## src/io_logic_pkg.sv

```systemverilog
// Summary of operation
// - Each input and output path is chosen by configuration as direct or through a capture register.
// - Every input and output can carry two bits per clock, one per edge, in double data rate mode.
// - Each direction has its own delay line of up to 1250 ps total, in steps of 5 to 15 ps.
// - The tap count is loaded by configuration and the fabric may step it up or down by one in use.
// - The input and output delay lines can be chained to double the delay in one direction.
// - Each pin has a serializer and deserializer for 2, 4 or 8 bit fabric words.
// - A single-ended output drives high, drives low or floats under its three-state enable.
// - The receiver always runs, but its value is ignored while the pin's driver is enabled; here only the deserializer at widths 2, 4 or 8 ignores it.
// - Termination is on only while receiving, which includes while three-stated, and switches off when driving.
// - The input buffer and the input delay each have a selectable low-power mode.
package io_logic_pkg;
	// ==========================================================
	// Register map
	localparam logic [7:0] CTRL_OFS    = 8'h00;
	localparam logic [7:0] IN_TAP_OFS  = 8'h04;
	localparam logic [7:0] OUT_TAP_OFS = 8'h08;
	localparam logic [7:0] STATUS_OFS  = 8'h0c;
	localparam logic [7:0] RX_WORD_OFS = 8'h10;
	// ==========================================================
	// Control fields
	localparam int IN_REG_BIT  = 0;
	localparam int OUT_REG_BIT = 1;
	localparam int DDR_BIT     = 2;
	localparam int WIDTH_LSB   = 3;
	localparam int CASCADE_BIT = 5;
	localparam int TERM_BIT    = 6;
	localparam int BUF_LP_BIT  = 7;
	localparam int IDLY_LP_BIT = 8;
	localparam int CTRL_W      = 9;
	localparam logic [CTRL_W-1:0] CTRL_RESET = 9'h000;
	// Width codes: serdes off, 2, 4 or 8 bits
	localparam logic [1:0] W_OFF = 2'h0;
	localparam logic [1:0] W_2   = 2'h1;
	localparam logic [1:0] W_4   = 2'h2;
	localparam logic [1:0] W_8   = 2'h3;
	localparam int WORD_W = 8;
	// ==========================================================
	// Delay line
	localparam int TOTAL_DELAY_PS = 1250;
	localparam int TAP_MIN_PS     = 5;
	localparam int TAP_MAX_PS     = 15;
	localparam int MAX_TAPS       = TOTAL_DELAY_PS / TAP_MIN_PS;
	localparam int TAP_W          = 8;
	localparam logic [TAP_W-1:0] TAP_RESET = 8'h00;
endpackage

```

## src/io_delay_serdes_logic.sv

```systemverilog
// The implementer's own choices: the APB slave port and the address map.
`timescale 1ns/1ps
module io_delay_serdes_logic
	import io_logic_pkg::*;
#(
	parameter int unsigned MAX_TAPS_P = io_logic_pkg::MAX_TAPS
) (
	input  wire logic                            pclk,
	input  wire logic                            presetn,
	input  wire logic                            psel,
	input  wire logic                            penable,
	input  wire logic                            pwrite,
	input  wire logic [7:0]                      paddr,
	input  wire logic [31:0]                     pwdata,
	output logic      [31:0]                     prdata,
	output logic                                 pready,
	output logic                                 pslverr,
	input  wire logic                            pin_in_rise,
	input  wire logic                            pin_in_fall,
	output logic                                 pin_out_rise,
	output logic                                 pin_out_fall,
	output logic                                 pin_oe,
	output logic                                 term_on,
	output logic                                 in_buffer_low_power,
	output logic                                 in_delay_low_power,
	output logic      [io_logic_pkg::TAP_W:0]    in_delay_taps,
	output logic      [io_logic_pkg::TAP_W-1:0]  out_delay_taps,
	output logic                                 delay_chained,
	input  wire logic                            fabric_oe,
	input  wire logic                            in_tap_inc,
	input  wire logic                            in_tap_dec,
	input  wire logic                            out_tap_inc,
	input  wire logic                            out_tap_dec,
	output logic                                 fabric_rx_rise,
	output logic                                 fabric_rx_fall,
	output logic      [io_logic_pkg::WORD_W-1:0] fabric_rx_word,
	output logic                                 fabric_rx_valid,
	input  wire logic [io_logic_pkg::WORD_W-1:0] fabric_tx_word,
	input  wire logic                            fabric_tx_valid,
	output logic                                 fabric_tx_ready
);
	// ==========================================================
	// State
	typedef struct packed {
		logic [CTRL_W-1:0] ctrl;
		logic [31:0]       rdata;
		logic              cap_rise;
		logic              cap_fall;
		logic              out_rise;
		logic              out_fall;
		logic [WORD_W-1:0] rx_acc;
		logic [WORD_W-1:0] rx_word;
		logic [3:0]        rx_cnt;
		logic              rx_valid;
		logic [WORD_W-1:0] tx_sh;
		logic [3:0]        tx_rem;
	} io_state_t;

	io_state_t st_reg;
	io_state_t st_next;

	function automatic logic [3:0] width_bits(input logic [1:0] w);
		unique case (w)
			W_2:     width_bits = 4'h2;
			W_4:     width_bits = 4'h4;
			W_8:     width_bits = 4'h8;
			default: width_bits = 4'h1;
		endcase
	endfunction

	function automatic logic addr_hit(input logic [7:0] a);
		addr_hit = (a == CTRL_OFS) || (a == IN_TAP_OFS) ||
			(a == OUT_TAP_OFS) || (a == STATUS_OFS) ||
			(a == RX_WORD_OFS);
	endfunction

	logic                 in_reg_en;
	logic                 out_reg_en;
	logic                 ddr_en;
	logic [1:0]           wsel;
	logic                 cascade;
	logic [3:0]           step;
	logic [3:0]           nbits;
	logic                 wr_acc;
	logic [TAP_W-1:0]     in_tap;
	logic [TAP_W-1:0]     out_tap;
	logic                 o_rise;
	logic                 o_fall;
	logic                 tx_take;

	assign in_reg_en  = st_reg.ctrl[IN_REG_BIT];
	assign out_reg_en = st_reg.ctrl[OUT_REG_BIT];
	assign ddr_en     = st_reg.ctrl[DDR_BIT];
	assign wsel       = st_reg.ctrl[WIDTH_LSB +: 2];
	assign cascade    = st_reg.ctrl[CASCADE_BIT];
	assign step       = ddr_en ? 4'h2 : 4'h1;
	assign nbits      = width_bits(wsel);
	assign wr_acc     = psel && penable && pwrite;

	// ==========================================================
	// Delay lines
	delay_tap_counter #(
		.MAX_TAPS_P (MAX_TAPS_P)
	) u_input_delay_line (
		.pclk       (pclk),
		.presetn    (presetn),
		.load       (wr_acc && paddr == IN_TAP_OFS),
		.load_value (pwdata[TAP_W-1:0]),
		.inc        (in_tap_inc),
		.dec        (in_tap_dec),
		.tap        (in_tap)
	);

	delay_tap_counter #(
		.MAX_TAPS_P (MAX_TAPS_P)
	) u_output_delay_line (
		.pclk       (pclk),
		.presetn    (presetn),
		.load       (wr_acc && paddr == OUT_TAP_OFS),
		.load_value (pwdata[TAP_W-1:0]),
		.inc        (out_tap_inc),
		.dec        (out_tap_dec),
		.tap        (out_tap)
	);

	// Chained: the output line is lent to the input direction
	assign in_delay_taps  = cascade ? {1'b0, in_tap} + {1'b0, out_tap}
		: {1'b0, in_tap};
	assign out_delay_taps = cascade ? 8'h00 : out_tap;
	assign delay_chained  = cascade;

	// ==========================================================
	// Pin control
	assign pin_oe  = fabric_oe;
	// Termination only makes sense while listening
	assign term_on = st_reg.ctrl[TERM_BIT] && !fabric_oe;
	assign in_buffer_low_power = st_reg.ctrl[BUF_LP_BIT];
	assign in_delay_low_power  = st_reg.ctrl[IDLY_LP_BIT];

	// Direct or captured input
	assign fabric_rx_rise = in_reg_en ? st_reg.cap_rise : pin_in_rise;
	assign fabric_rx_fall = in_reg_en ? st_reg.cap_fall : pin_in_fall;
	assign fabric_rx_word  = st_reg.rx_word;
	assign fabric_rx_valid = st_reg.rx_valid;

	// Serializer accepts a word while its last bits leave
	assign fabric_tx_ready = (wsel == W_OFF) || (st_reg.tx_rem <= step);
	assign tx_take = fabric_tx_valid && fabric_tx_ready && wsel != W_OFF;

	// ==========================================================
	// Next state
	always_comb begin
		st_next = st_reg;
		st_next.cap_rise = pin_in_rise;
		st_next.cap_fall = pin_in_fall;
		o_rise = 1'b0;
		o_fall = 1'b0;
		// Deserializer
		st_next.rx_valid = 1'b0;
		if (wsel == W_OFF) begin
			st_next.rx_word  = {6'h00, fabric_rx_fall, fabric_rx_rise};
			st_next.rx_valid = 1'b1;
			st_next.rx_cnt   = 4'h0;
		end else if (!fabric_oe) begin
			st_next.rx_acc[st_reg.rx_cnt[2:0]] = fabric_rx_rise;
			if (ddr_en) begin
				st_next.rx_acc[3'(st_reg.rx_cnt + 4'h1)] = fabric_rx_fall;
			end
			if (st_reg.rx_cnt + step >= nbits) begin
				st_next.rx_word  = st_next.rx_acc;
				st_next.rx_valid = 1'b1;
				st_next.rx_cnt   = 4'h0;
			end else begin
				st_next.rx_cnt = st_reg.rx_cnt + step;
			end
		end
		// Serializer, bit 0 leaves first
		if (wsel == W_OFF) begin
			o_rise = fabric_tx_word[0];
			o_fall = ddr_en ? fabric_tx_word[1] : fabric_tx_word[0];
		end else if (st_reg.tx_rem != 4'h0) begin
			o_rise = st_reg.tx_sh[0];
			o_fall = ddr_en ? st_reg.tx_sh[1] : st_reg.tx_sh[0];
			st_next.tx_sh  = ddr_en ? st_reg.tx_sh >> 2 : st_reg.tx_sh >> 1;
			st_next.tx_rem = st_reg.tx_rem - step;
		end
		if (tx_take) begin
			st_next.tx_sh  = fabric_tx_word;
			st_next.tx_rem = nbits;
		end
		st_next.out_rise = o_rise;
		st_next.out_fall = o_fall;
		// Registers
		if (wr_acc && paddr == CTRL_OFS) begin
			st_next.ctrl = pwdata[CTRL_W-1:0];
		end
		// Read data is captured in the setup cycle
		if (psel && !penable && !pwrite) begin
			unique case (paddr)
				CTRL_OFS:    st_next.rdata = {23'h0, st_reg.ctrl};
				IN_TAP_OFS:  st_next.rdata = {24'h0, in_tap};
				OUT_TAP_OFS: st_next.rdata = {24'h0, out_tap};
				STATUS_OFS:  st_next.rdata = {29'h0,
					st_reg.tx_rem != 4'h0, term_on, pin_oe};
				RX_WORD_OFS: st_next.rdata = {24'h0, st_reg.rx_word};
				default:     st_next.rdata = 32'h0;
			endcase
		end
	end

	always_ff @(posedge pclk or negedge presetn) begin
		if (!presetn) begin
			st_reg <= '{ctrl: CTRL_RESET, rdata: 32'h0, rx_cnt: 4'h0,
				rx_acc: 8'h00, rx_word: 8'h00, tx_sh: 8'h00,
				tx_rem: 4'h0, default: 1'b0};
		end else begin
			st_reg <= st_next;
		end
	end

	// Registered or direct output; the direct one is combinational
	assign pin_out_rise = out_reg_en ? st_reg.out_rise : o_rise;
	assign pin_out_fall = out_reg_en ? st_reg.out_fall : o_fall;

	assign prdata  = st_reg.rdata;
	assign pready  = 1'b1;
	assign pslverr = psel && penable && !addr_hit(paddr);

	logic w8s;
	assign w8s = wsel == W_8 && !ddr_en && !fabric_oe;
endmodule // io_delay_serdes_logic

```

## src/delay_tap_counter.sv

```systemverilog
`timescale 1ns/1ps
module delay_tap_counter
	import io_logic_pkg::*;
#(
	parameter int unsigned MAX_TAPS_P = io_logic_pkg::MAX_TAPS
) (
	input  wire logic                          pclk,
	input  wire logic                          presetn,
	input  wire logic                          load,
	input  wire logic [io_logic_pkg::TAP_W-1:0] load_value,
	input  wire logic                          inc,
	input  wire logic                          dec,
	output logic      [io_logic_pkg::TAP_W-1:0] tap
);
	localparam logic [TAP_W-1:0] TOP = TAP_W'(MAX_TAPS_P);

	typedef struct packed {
		logic [TAP_W-1:0] tap;
	} tap_state_t;

	tap_state_t st_reg;
	tap_state_t st_next;

	always_comb begin
		st_next = st_reg;
		if (load) begin
			st_next.tap = (load_value > TOP) ? TOP : load_value;
		end else if (inc && !dec && st_reg.tap != TOP) begin
			st_next.tap = st_reg.tap + 8'h01;
		end else if (dec && !inc && st_reg.tap != 8'h00) begin
			st_next.tap = st_reg.tap - 8'h01;
		end
	end

	always_ff @(posedge pclk or negedge presetn) begin
		if (!presetn) begin
			st_reg.tap <= TAP_RESET;
		end else begin
			st_reg <= st_next;
		end
	end

	assign tap = st_reg.tap;
endmodule // delay_tap_counter

```

## config.mk

```make
export PLATFORM = sky130hd
export DESIGN_NAME = io_delay_serdes_logic
export DESIGN_NICKNAME = d
export VERILOG_FILES = /design/src/io_logic_pkg.sv /design/src/io_delay_serdes_logic.sv /design/src/delay_tap_counter.sv
export SDC_FILE = /design/constraint.sdc
export NUM_CORES = 1
export LEC_CHECK = 0
export BUFFER_PORTS_ARGS = -buffer_cell sky130_fd_sc_hd__buf_2
export CAP_MARGIN = 10
export CORE_ASPECT_RATIO = 1.1
export CORE_MARGIN = 2
export CORE_UTILIZATION = 55
export DETAILED_ROUTE_END_ITERATION = 8
export GPL_TIMING_DRIVEN = 0
export PLACE_DENSITY = 0.81
export REMOVE_ABC_BUFFERS = 1
export SYNTH_ARGS = -nofsm -noshare
export SYNTH_HDL_FRONTEND = slang
export SYNTH_HIERARCHICAL = 1
export SYNTH_SLANG_ARGS = --single-unit
```

## constraint.sdc

```tcl
create_clock -name pclk -period 3.1 [get_ports pclk]
set_clock_uncertainty 0.2 [all_clocks]
set_input_delay 0.62 -clock pclk [delete_from_list [all_inputs] [get_ports pclk]]
set_output_delay 0.62 -clock pclk [all_outputs]
set_load 0.03 [all_outputs]
```

==> impl_metrics.env, run 1 <==
export IMPL_seqCellArea_sq_um=1790
export IMPL_yosys_area_share_simple_pct=16.7
export IMPL_hold_depth=1
export IMPL_pwr_density_cell_nw_per_um2=702
export IMPL_holdWs_ns=0.202
export IMPL_grt_pass1_wl_um=23400
export IMPL_path_class="reg2out"
export IMPL_rrSetupSlack_ns=0.08
export IMPL_nets=807
export IMPL_hold_viol_final=0
export IMPL_relSlewSlack_pct=38.7
export IMPL_ys_warn_count=6
export IMPL_muxShareOfSynthArea_pct=8.85
export IMPL_worstReg2RegStart="ddr_en"
export IMPL_cts_clk_slew_worst_paths_ns=0.05
export IMPL_core_sq_um=10200
export IMPL_syn_inst=635
export IMPL_yosysUniqueCellTypes=71
export IMPL_hp_start="pin_in_fall"
export IMPL_worstPathMaxFanout=2
export IMPL_async_flop_share_pct=100
export IMPL_antenna_found_initial=0
export IMPL_cts_tree="done"
export IMPL_io_pins=131
export IMPL_place_congestion=0.947
export IMPL_die_area_sq_um=11200
export IMPL_synth_top_family_by_area="compound AO/OA/AOI/OAI gates"
export IMPL_dr_pass1_iters=5
export IMPL_end_kind="output pin"
export IMPL_reg2reg_depth=10
export IMPL_die_h_um=111
export IMPL_synth_seq_cells=71
export IMPL_worst_skew_pair_late_latency_ns=0.34
export IMPL_mostFrequentLayoutCells="buf_2 (81), nand2_1 (69), dfrtp_1 (59), o21ai_0 (44), nor2_1 (42)"
export IMPL_dr_first_iter_drc_count=341
export IMPL_crit_path_cell_trace="ha_4, inv_2, fa_2, nor2b_2, o31a_1, o21a_1, or3_1, a31o_2, buf_6"
export IMPL_synth_adder_area_share_pct=8.54
export IMPL_area_growth_pct=13.0
export IMPL_utilization_pct=63.0
export IMPL_n_antenna_cell=0
export IMPL_io_buffers=83
export IMPL_cts_max_level=3
export IMPL_cp_num_buf_inv=2
export IMPL_num_vias=5110
export IMPL_ir_worst_vdd_mv=0.356
export IMPL_ys_flop_type="dfrtp_1"
export IMPL_drc=0
export IMPL_dp_hpwl_um=10400
export IMPL_clock_sinks=71
export IMPL_rr_endpoint="fabric_rx_word[3]"
export IMPL_finalCritPeriodShare_pct=105
export IMPL_largest_reg_flops=31
export IMPL_p_leak_nw=2.90
export IMPL_mostFrequentLayoutCell="buf_2"
export IMPL_violations="setup timing"
export IMPL_synth_seq_area_share_pct=31.1
export IMPL_synth_enable_flop_cells=0
export IMPL_maxCapViolCount=0
export IMPL_worst_pin_slew_ns=0.919
export IMPL_status="complete, but fails checks"
export IMPL_cpPeakStageDelay_ns=0.43
export IMPL_multi_input_area_sq_um=3530
export IMPL_antenna_left=0
export IMPL_setup_slack_ns=-0.155
export IMPL_setup_viol=1
export IMPL_fillers=834
export IMPL_die_w_um=101
export IMPL_max_freq_mhz=307
export IMPL_gr_total_overflow=0
export IMPL_critPathArrivalTime_ns=2.43
export IMPL_grt_pass1_vias=4862
export IMPL_critPathSlowestCell="dfrtp_2"
export IMPL_syn_area_sq_um=5710
export IMPL_rsz0062_at_grt="yes"
export IMPL_min_period_ns=3.25
export IMPL_synth_xor_area_share_pct=1.53
export IMPL_grt_start_max_net_pins=72
export IMPL_critPathRequiredTime_ns=2.28
export IMPL_grt_total_usage_pct=26.3
export IMPL_synth_compound_area_share_pct=23.4
export IMPL_finalMaxSlewViolations=0
export IMPL_avgViaCountPerCell=6.12
export IMPL_hold_path_class="in2reg"
export IMPL_row_count=39
export IMPL_ctsLongestPathBuffers=2
export IMPL_synth_avg_cell_area_sq_um=8.99
export IMPL_routed_wl_um=14800
export IMPL_root_buffer="clkbuf_16"
export IMPL_numCtsBuffers=9
export IMPL_drive_above_1_share_pct=26.7
export IMPL_initial_core_util_pct=55.7
export IMPL_cp_start_kind="register"
export IMPL_wl_per_cell_um=17.7
export IMPL_critPathTopFamily="compound AO/OA/AOI/OAI gates"
export IMPL_holdPathEnd="st_reg[35]"
export IMPL_fin_setup_tns_ns=-0.155
-- synthesized netlist by cell type, types with 3 or more instances --
cell type / number / area, sq um
dfrtp_1: 71 / 1780
nand2_1: 69 / 259
o21ai_0: 44 / 220
buf_4: 43 / 323
nor2_1: 42 / 158
a21oi_1: 33 / 165
ha_1: 31 / 388
inv_1: 28 / 105
mux2_2: 24 / 270
mux2i_1: 21 / 210
a31oi_1: 18 / 113
a22oi_1: 14 / 105
nor2b_1: 13 / 81.3
a21o_1: 12 / 90.1
buf_2: 12 / 60.1
a211oi_1: 10 / 75.1
nor3_1: 10 / 50.1
nand3_1: 8 / 40.0
o21a_1: 8 / 60.1
a211o_1: 6 / 52.6
clkbuf_1: 6 / 22.5
nor4_1: 6 / 37.5
xnor2_1: 6 / 52.6
and3_1: 5 / 31.3
fa_1: 5 / 100
o22ai_1: 5 / 31.3
and2_1: 4 / 25.0
or3_1: 4 / 25.0
xor2_1: 4 / 35.0
a21boi_0: 3 / 22.5
a22o_1: 3 / 26.3
a32o_1: 3 / 30.0
buf_6: 3 / 33.8
nand2b_1: 3 / 18.8
o21bai_1: 3 / 22.5
o41ai_1: 3 / 26.3
-- metrics by stage --
stage	instance area [sq um]	instances	power, mW	worst slack (ns)
6_report	6450	835	4.53	-0.155
2_1_floorplan	5350	591	2.85	-0.636
3_5_place_dp	5930	798	3.36	-0.647
3_3_place_gp	5910	797	3.26	-1.49
4_1_cts	6350	826	4.40	-0.149
5_1_grt	6450	835	4.81	-0.242
-- where the power goes --
group	switching, mW	internal (mW)
Combinational	1.28	0.997
Sequential	0.277	1.06
Clock	0.372	0.546
Total	1.93	2.61
-- cells by family after synthesis --
logic type / Yosys count
AO/OA/AOI/OAI: 190
XOR/XNOR: 10
adder cells (fa/ha/maj): 36
buffers and inverters: 94
flip-flops: 71
multiplexers: 47
other: 2
AND/OR/NAND/NOR: 185
-- how the worst max path moves through the flow --
stage                             end  cells after the start  slack, ns                  startpoint
floorplan           fabric_rx_word[1]                     10      -0.64                      ddr_en
global placement    fabric_rx_word[1]                     10      -1.49                      ddr_en
detailed placement  fabric_rx_word[3]                     10      -0.65                      ddr_en
CTS                  in_delay_taps[6]                      9      -0.15   u_input_delay_line/tap[0]
global route         in_delay_taps[6]                      9      -0.24   u_input_delay_line/tap[0]
finish               in_delay_taps[6]                      9      -0.15  u_output_delay_line/tap[0]
-- repair_timing --
action                                  in CTS  in global routing
pin swaps                                    5                  4
hold buffers                                 0                  0
setup buffers                               15                  9
endpoints found under the setup margin      39                 10
hold endpoints to repair                     0                  0
resized for setup                           18                 12
-- cell type report --
class	instances	share of cell area [%]
multi-input combinational	492	54.7
sequential	71	27.8
timing repair buffer	108	9.48
clock buffer	11	3.76
tap	123	2.38
inverter	28	1.69
clock inverter	2	0.155
-- routing by layer --
| metal | vias up | share of wire [%] | global-route usage [%] | routed length, um |
|---|---|---|---|---|
| li1 | 2401 | - | - | - |
| met3 | 32 | 6.9 | 4.48 | 1020 |
| met2 | 204 | 51 | 44.5 | 7510 |
| met4 | 0 | 2.0 | 9.73 | 299 |
| met5 | - | 0 | 0 | 0 |
| met1 | 2473 | 40 | 33.4 | 5960 |
No activity file was read; power rests on OpenSTA's default activity.
==> run 2, diff against run 1 <==
--- a/config.mk
+++ b/config.mk
@@ -5,6 +5,7 @@
 export SDC_FILE = /design/constraint.sdc
 export NUM_CORES = 1
 export LEC_CHECK = 0
+export ABC_AREA = 0
 export BUFFER_PORTS_ARGS = -buffer_cell sky130_fd_sc_hd__buf_2
 export CAP_MARGIN = 10
 export CORE_ASPECT_RATIO = 1.1
@@ -12,9 +13,8 @@
 export CORE_UTILIZATION = 55
 export DETAILED_ROUTE_END_ITERATION = 8
 export GPL_TIMING_DRIVEN = 0
-export PLACE_DENSITY = 0.81
+export PLACE_DENSITY = 0.82
 export REMOVE_ABC_BUFFERS = 1
 export SYNTH_ARGS = -nofsm -noshare
 export SYNTH_HDL_FRONTEND = slang
-export SYNTH_HIERARCHICAL = 1
 export SYNTH_SLANG_ARGS = --single-unit
==> impl_metrics.env, run 2 <==
export IMPL_wl_per_cell_um=17.1
export IMPL_finalMaxSlewViolations=0
export IMPL_dr_first_iter_drc_count=348
export IMPL_rr_endpoint="fabric_rx_word[7]"
export IMPL_antenna_left=0
export IMPL_async_flop_share_pct=100
export IMPL_die_h_um=108
export IMPL_path_class="reg2out"
export IMPL_root_buffer="clkbuf_8"
export IMPL_initial_core_util_pct=55.8
export IMPL_grt_pass1_wl_um=21900
export IMPL_nets=772
export IMPL_finalCritPeriodShare_pct=104
export IMPL_gr_total_overflow=0
export IMPL_rsz0062_at_grt="yes"
export IMPL_ys_flop_type="dfrtp_1"
export IMPL_routed_wl_um=13700
export IMPL_mostFrequentLayoutCell="buf_2"
export IMPL_io_buffers=83
export IMPL_worstPathMaxFanout=2
export IMPL_critPathRequiredTime_ns=2.28
export IMPL_min_period_ns=3.21
export IMPL_holdWs_ns=0.173
export IMPL_drc=0
export IMPL_end_kind="output pin"
export IMPL_synth_common_cells="nand2_1 (73), dfrtp_1 (71), o21ai_0 (52)"
export IMPL_cp_start_kind="register"
export IMPL_grt_start_max_net_pins=72
export IMPL_drive_above_1_share_pct=27.0
export IMPL_synth_most_common_cell="nand2_1"
export IMPL_dr_pass1_iters=5
export IMPL_setup_slack_ns=-0.112
export IMPL_worstReg2RegStart="ddr_en"
export IMPL_area_growth_pct=13.4
export IMPL_ys_warn_count=0
export IMPL_grt_total_usage_pct=25.9
export IMPL_p_leak_nw=2.91
export IMPL_row_count=38
export IMPL_ir_worst_vdd_mv=0.928
export IMPL_syn_inst=611
export IMPL_clock_sinks=71
export IMPL_relSlewSlack_pct=39.4
export IMPL_maxCapViolCount=0
export IMPL_die_area_sq_um=10700
export IMPL_synth_avg_cell_area_sq_um=8.90
export IMPL_io_pins=131
export IMPL_cts_max_level=3
export IMPL_numCtsBuffers=9
export IMPL_worst_pin_slew_ns=0.910
export IMPL_syn_area_sq_um=5440
export IMPL_hold_viol_final=0
export IMPL_reg2reg_depth=10
export IMPL_p_total_mw=4.70
export IMPL_place_congestion=0.846
export IMPL_synth_top_area_share_pct=32.7
export IMPL_yosysUniqueCellTypes=62
export IMPL_n_antenna_cell=0
export IMPL_synth_area_leaders="dfrtp_1 (33%), ha_1 (6.7%), buf_4 (5.8%), nand2_1 (5.0%), o21ai_0 (4.8%)"
export IMPL_synth_seq_area_share_pct=32.7
export IMPL_dp_hpwl_um=9640
export IMPL_synth_top_cell_by_area="dfrtp_1"
export IMPL_grt_pass1_vias=4573
export IMPL_cts_tree="done"
export IMPL_largest_reg_flops=31
export IMPL_critPathArrivalTime_ns=2.39
export IMPL_rrSetupSlack_ns=0.09
export IMPL_final_area_sq_um=6170
export IMPL_synth_enable_flop_cells=0
export IMPL_hold_path_class="in2async"
export IMPL_max_freq_mhz=311
export IMPL_fillers=782
export IMPL_status="complete, but fails checks"
export IMPL_setup_viol=2
export IMPL_mostFrequentLayoutCells="buf_2 (79), nand2_1 (73), dfrtp_1 (63), o21ai_0 (50), nor2_1 (44)"
export IMPL_avgViaCountPerCell=5.92
export IMPL_die_w_um=98.8
export IMPL_ctsLongestPathBuffers=2
export IMPL_num_vias=4746
export IMPL_cts_clk_slew_worst_paths_ns=0.08
export IMPL_worst_skew_pair_late_latency_ns=0.36
export IMPL_antenna_found_initial=0
export IMPL_synth_seq_cells=71
export IMPL_placed_area_sq_um=5660
export IMPL_core_sq_um=9750
export IMPL_pwr_density_cell_nw_per_um2=763
export IMPL_violations="setup timing"
[run 2: changes by cell type after synthesis, moves of 5 or more]
cell	change
a211o_1	-6
a21oi_1	+11
a31oi_1	-16
buf_2	-7
clkbuf_1	+7
mux2_2	-11
mux2_4	+10
nor3_1	-5
o21ai_0	+8
xnor2_1	+8
[run 2: cell type report]
type | count | area, sq um | area share [%]
Sequential cell | 71 | 1790 | 29.0
Clock buffer | 12 | 165 | 2.68
Timing Repair Buffer | 97 | 538 | 8.73
Clock inverter | 4 | 76.3 | 1.24
Inverter | 25 | 101 | 1.64
Multi-Input combinational cell | 473 | 3350 | 54.3
Tap cell | 120 | 150 | 2.44
[run 2: layer usage]
metal	vias to the layer above	GRT usage, %	part of all wire [%]
met3	38	5.56	7.0
met5	-	0	0
met2	197	44.9	51
met4	0	11.1	2.6
li1	2231	-	-
met1	2280	31.0	39
[run 2: report_power, final]
part / internal (mW) / switching [mW]
registers: 1.09 / 0.296
clock network: 0.520 / 0.366
logic: 1.10 / 1.33
total: 2.71 / 2.00
[run 2: how the worst max path moves through the flow]
| stage | end | start | slack [ns] |
|---|---|---|---|
| 4_1_cts | in_delay_taps[6] | u_input_delay_line.tap[0] | -0.15 |
| 5_1_grt | in_delay_taps[6] | u_input_delay_line.tap[0] | -0.19 |
| 3_5_place_dp | fabric_rx_word[7] | ddr_en | -1.20 |
| 6_report | in_delay_taps[6] | u_input_delay_line.tap[0] | -0.11 |
| 3_3_place_gp | fabric_rx_word[7] | ddr_en | -1.14 |
| 2_1_floorplan | fabric_rx_word[6] | ddr_en | -0.41 |
[run 2: critical path: stages (launching register included)]
cell,delay (ns)
dfrtp_2,0.45
ha_4,0.18
inv_2,0.05
fa_2,0.20
nor2b_2,0.05
o21ai_2,0.15
a21boi_2,0.09
o21a_1,0.19
or3_1,0.30
a31o_2,0.25
buf_6,0.13
[run 2: timing repair]
action,4_1_cts,5_1_grt
buffers inserted,14,0
gates resized for setup,28,15
setup endpoints to repair,31,17
hold buffers,0,0
pin swaps,7,7
[run 2: metrics by stage]
| step | worst slack (ns) | setup TNS [ns] | utilization [%] | instances |
|---|---|---|---|---|
| finish | -0.112 | -0.114 | 63.3 | 802 |
| global route | -0.193 | -0.380 | 63.3 | 802 |
| CTS | -0.148 | -0.196 | 62.5 | 802 |
| detailed placement | -1.20 | -14.34 | 58.1 | 772 |
| global placement | -1.14 | -12.35 | 58.0 | 772 |
| floorplan | -0.413 | -2.02 | - | 569 |
[run 2: kinds of logic (layout without fill, tap and decap cells)]
logic type      Yosys count  in the layout  share of synthesized area, %
compound gates          166            166                          18.8
mux                      47             47                          10.6
flops                    71             71                          32.7
buf+inv                  89            138                          9.59
other cells               2             24                         0.138
xor+xnor                 20             20                          3.22
simple gates            182            182                          16.5
fa+ha+maj                34             34                          8.51
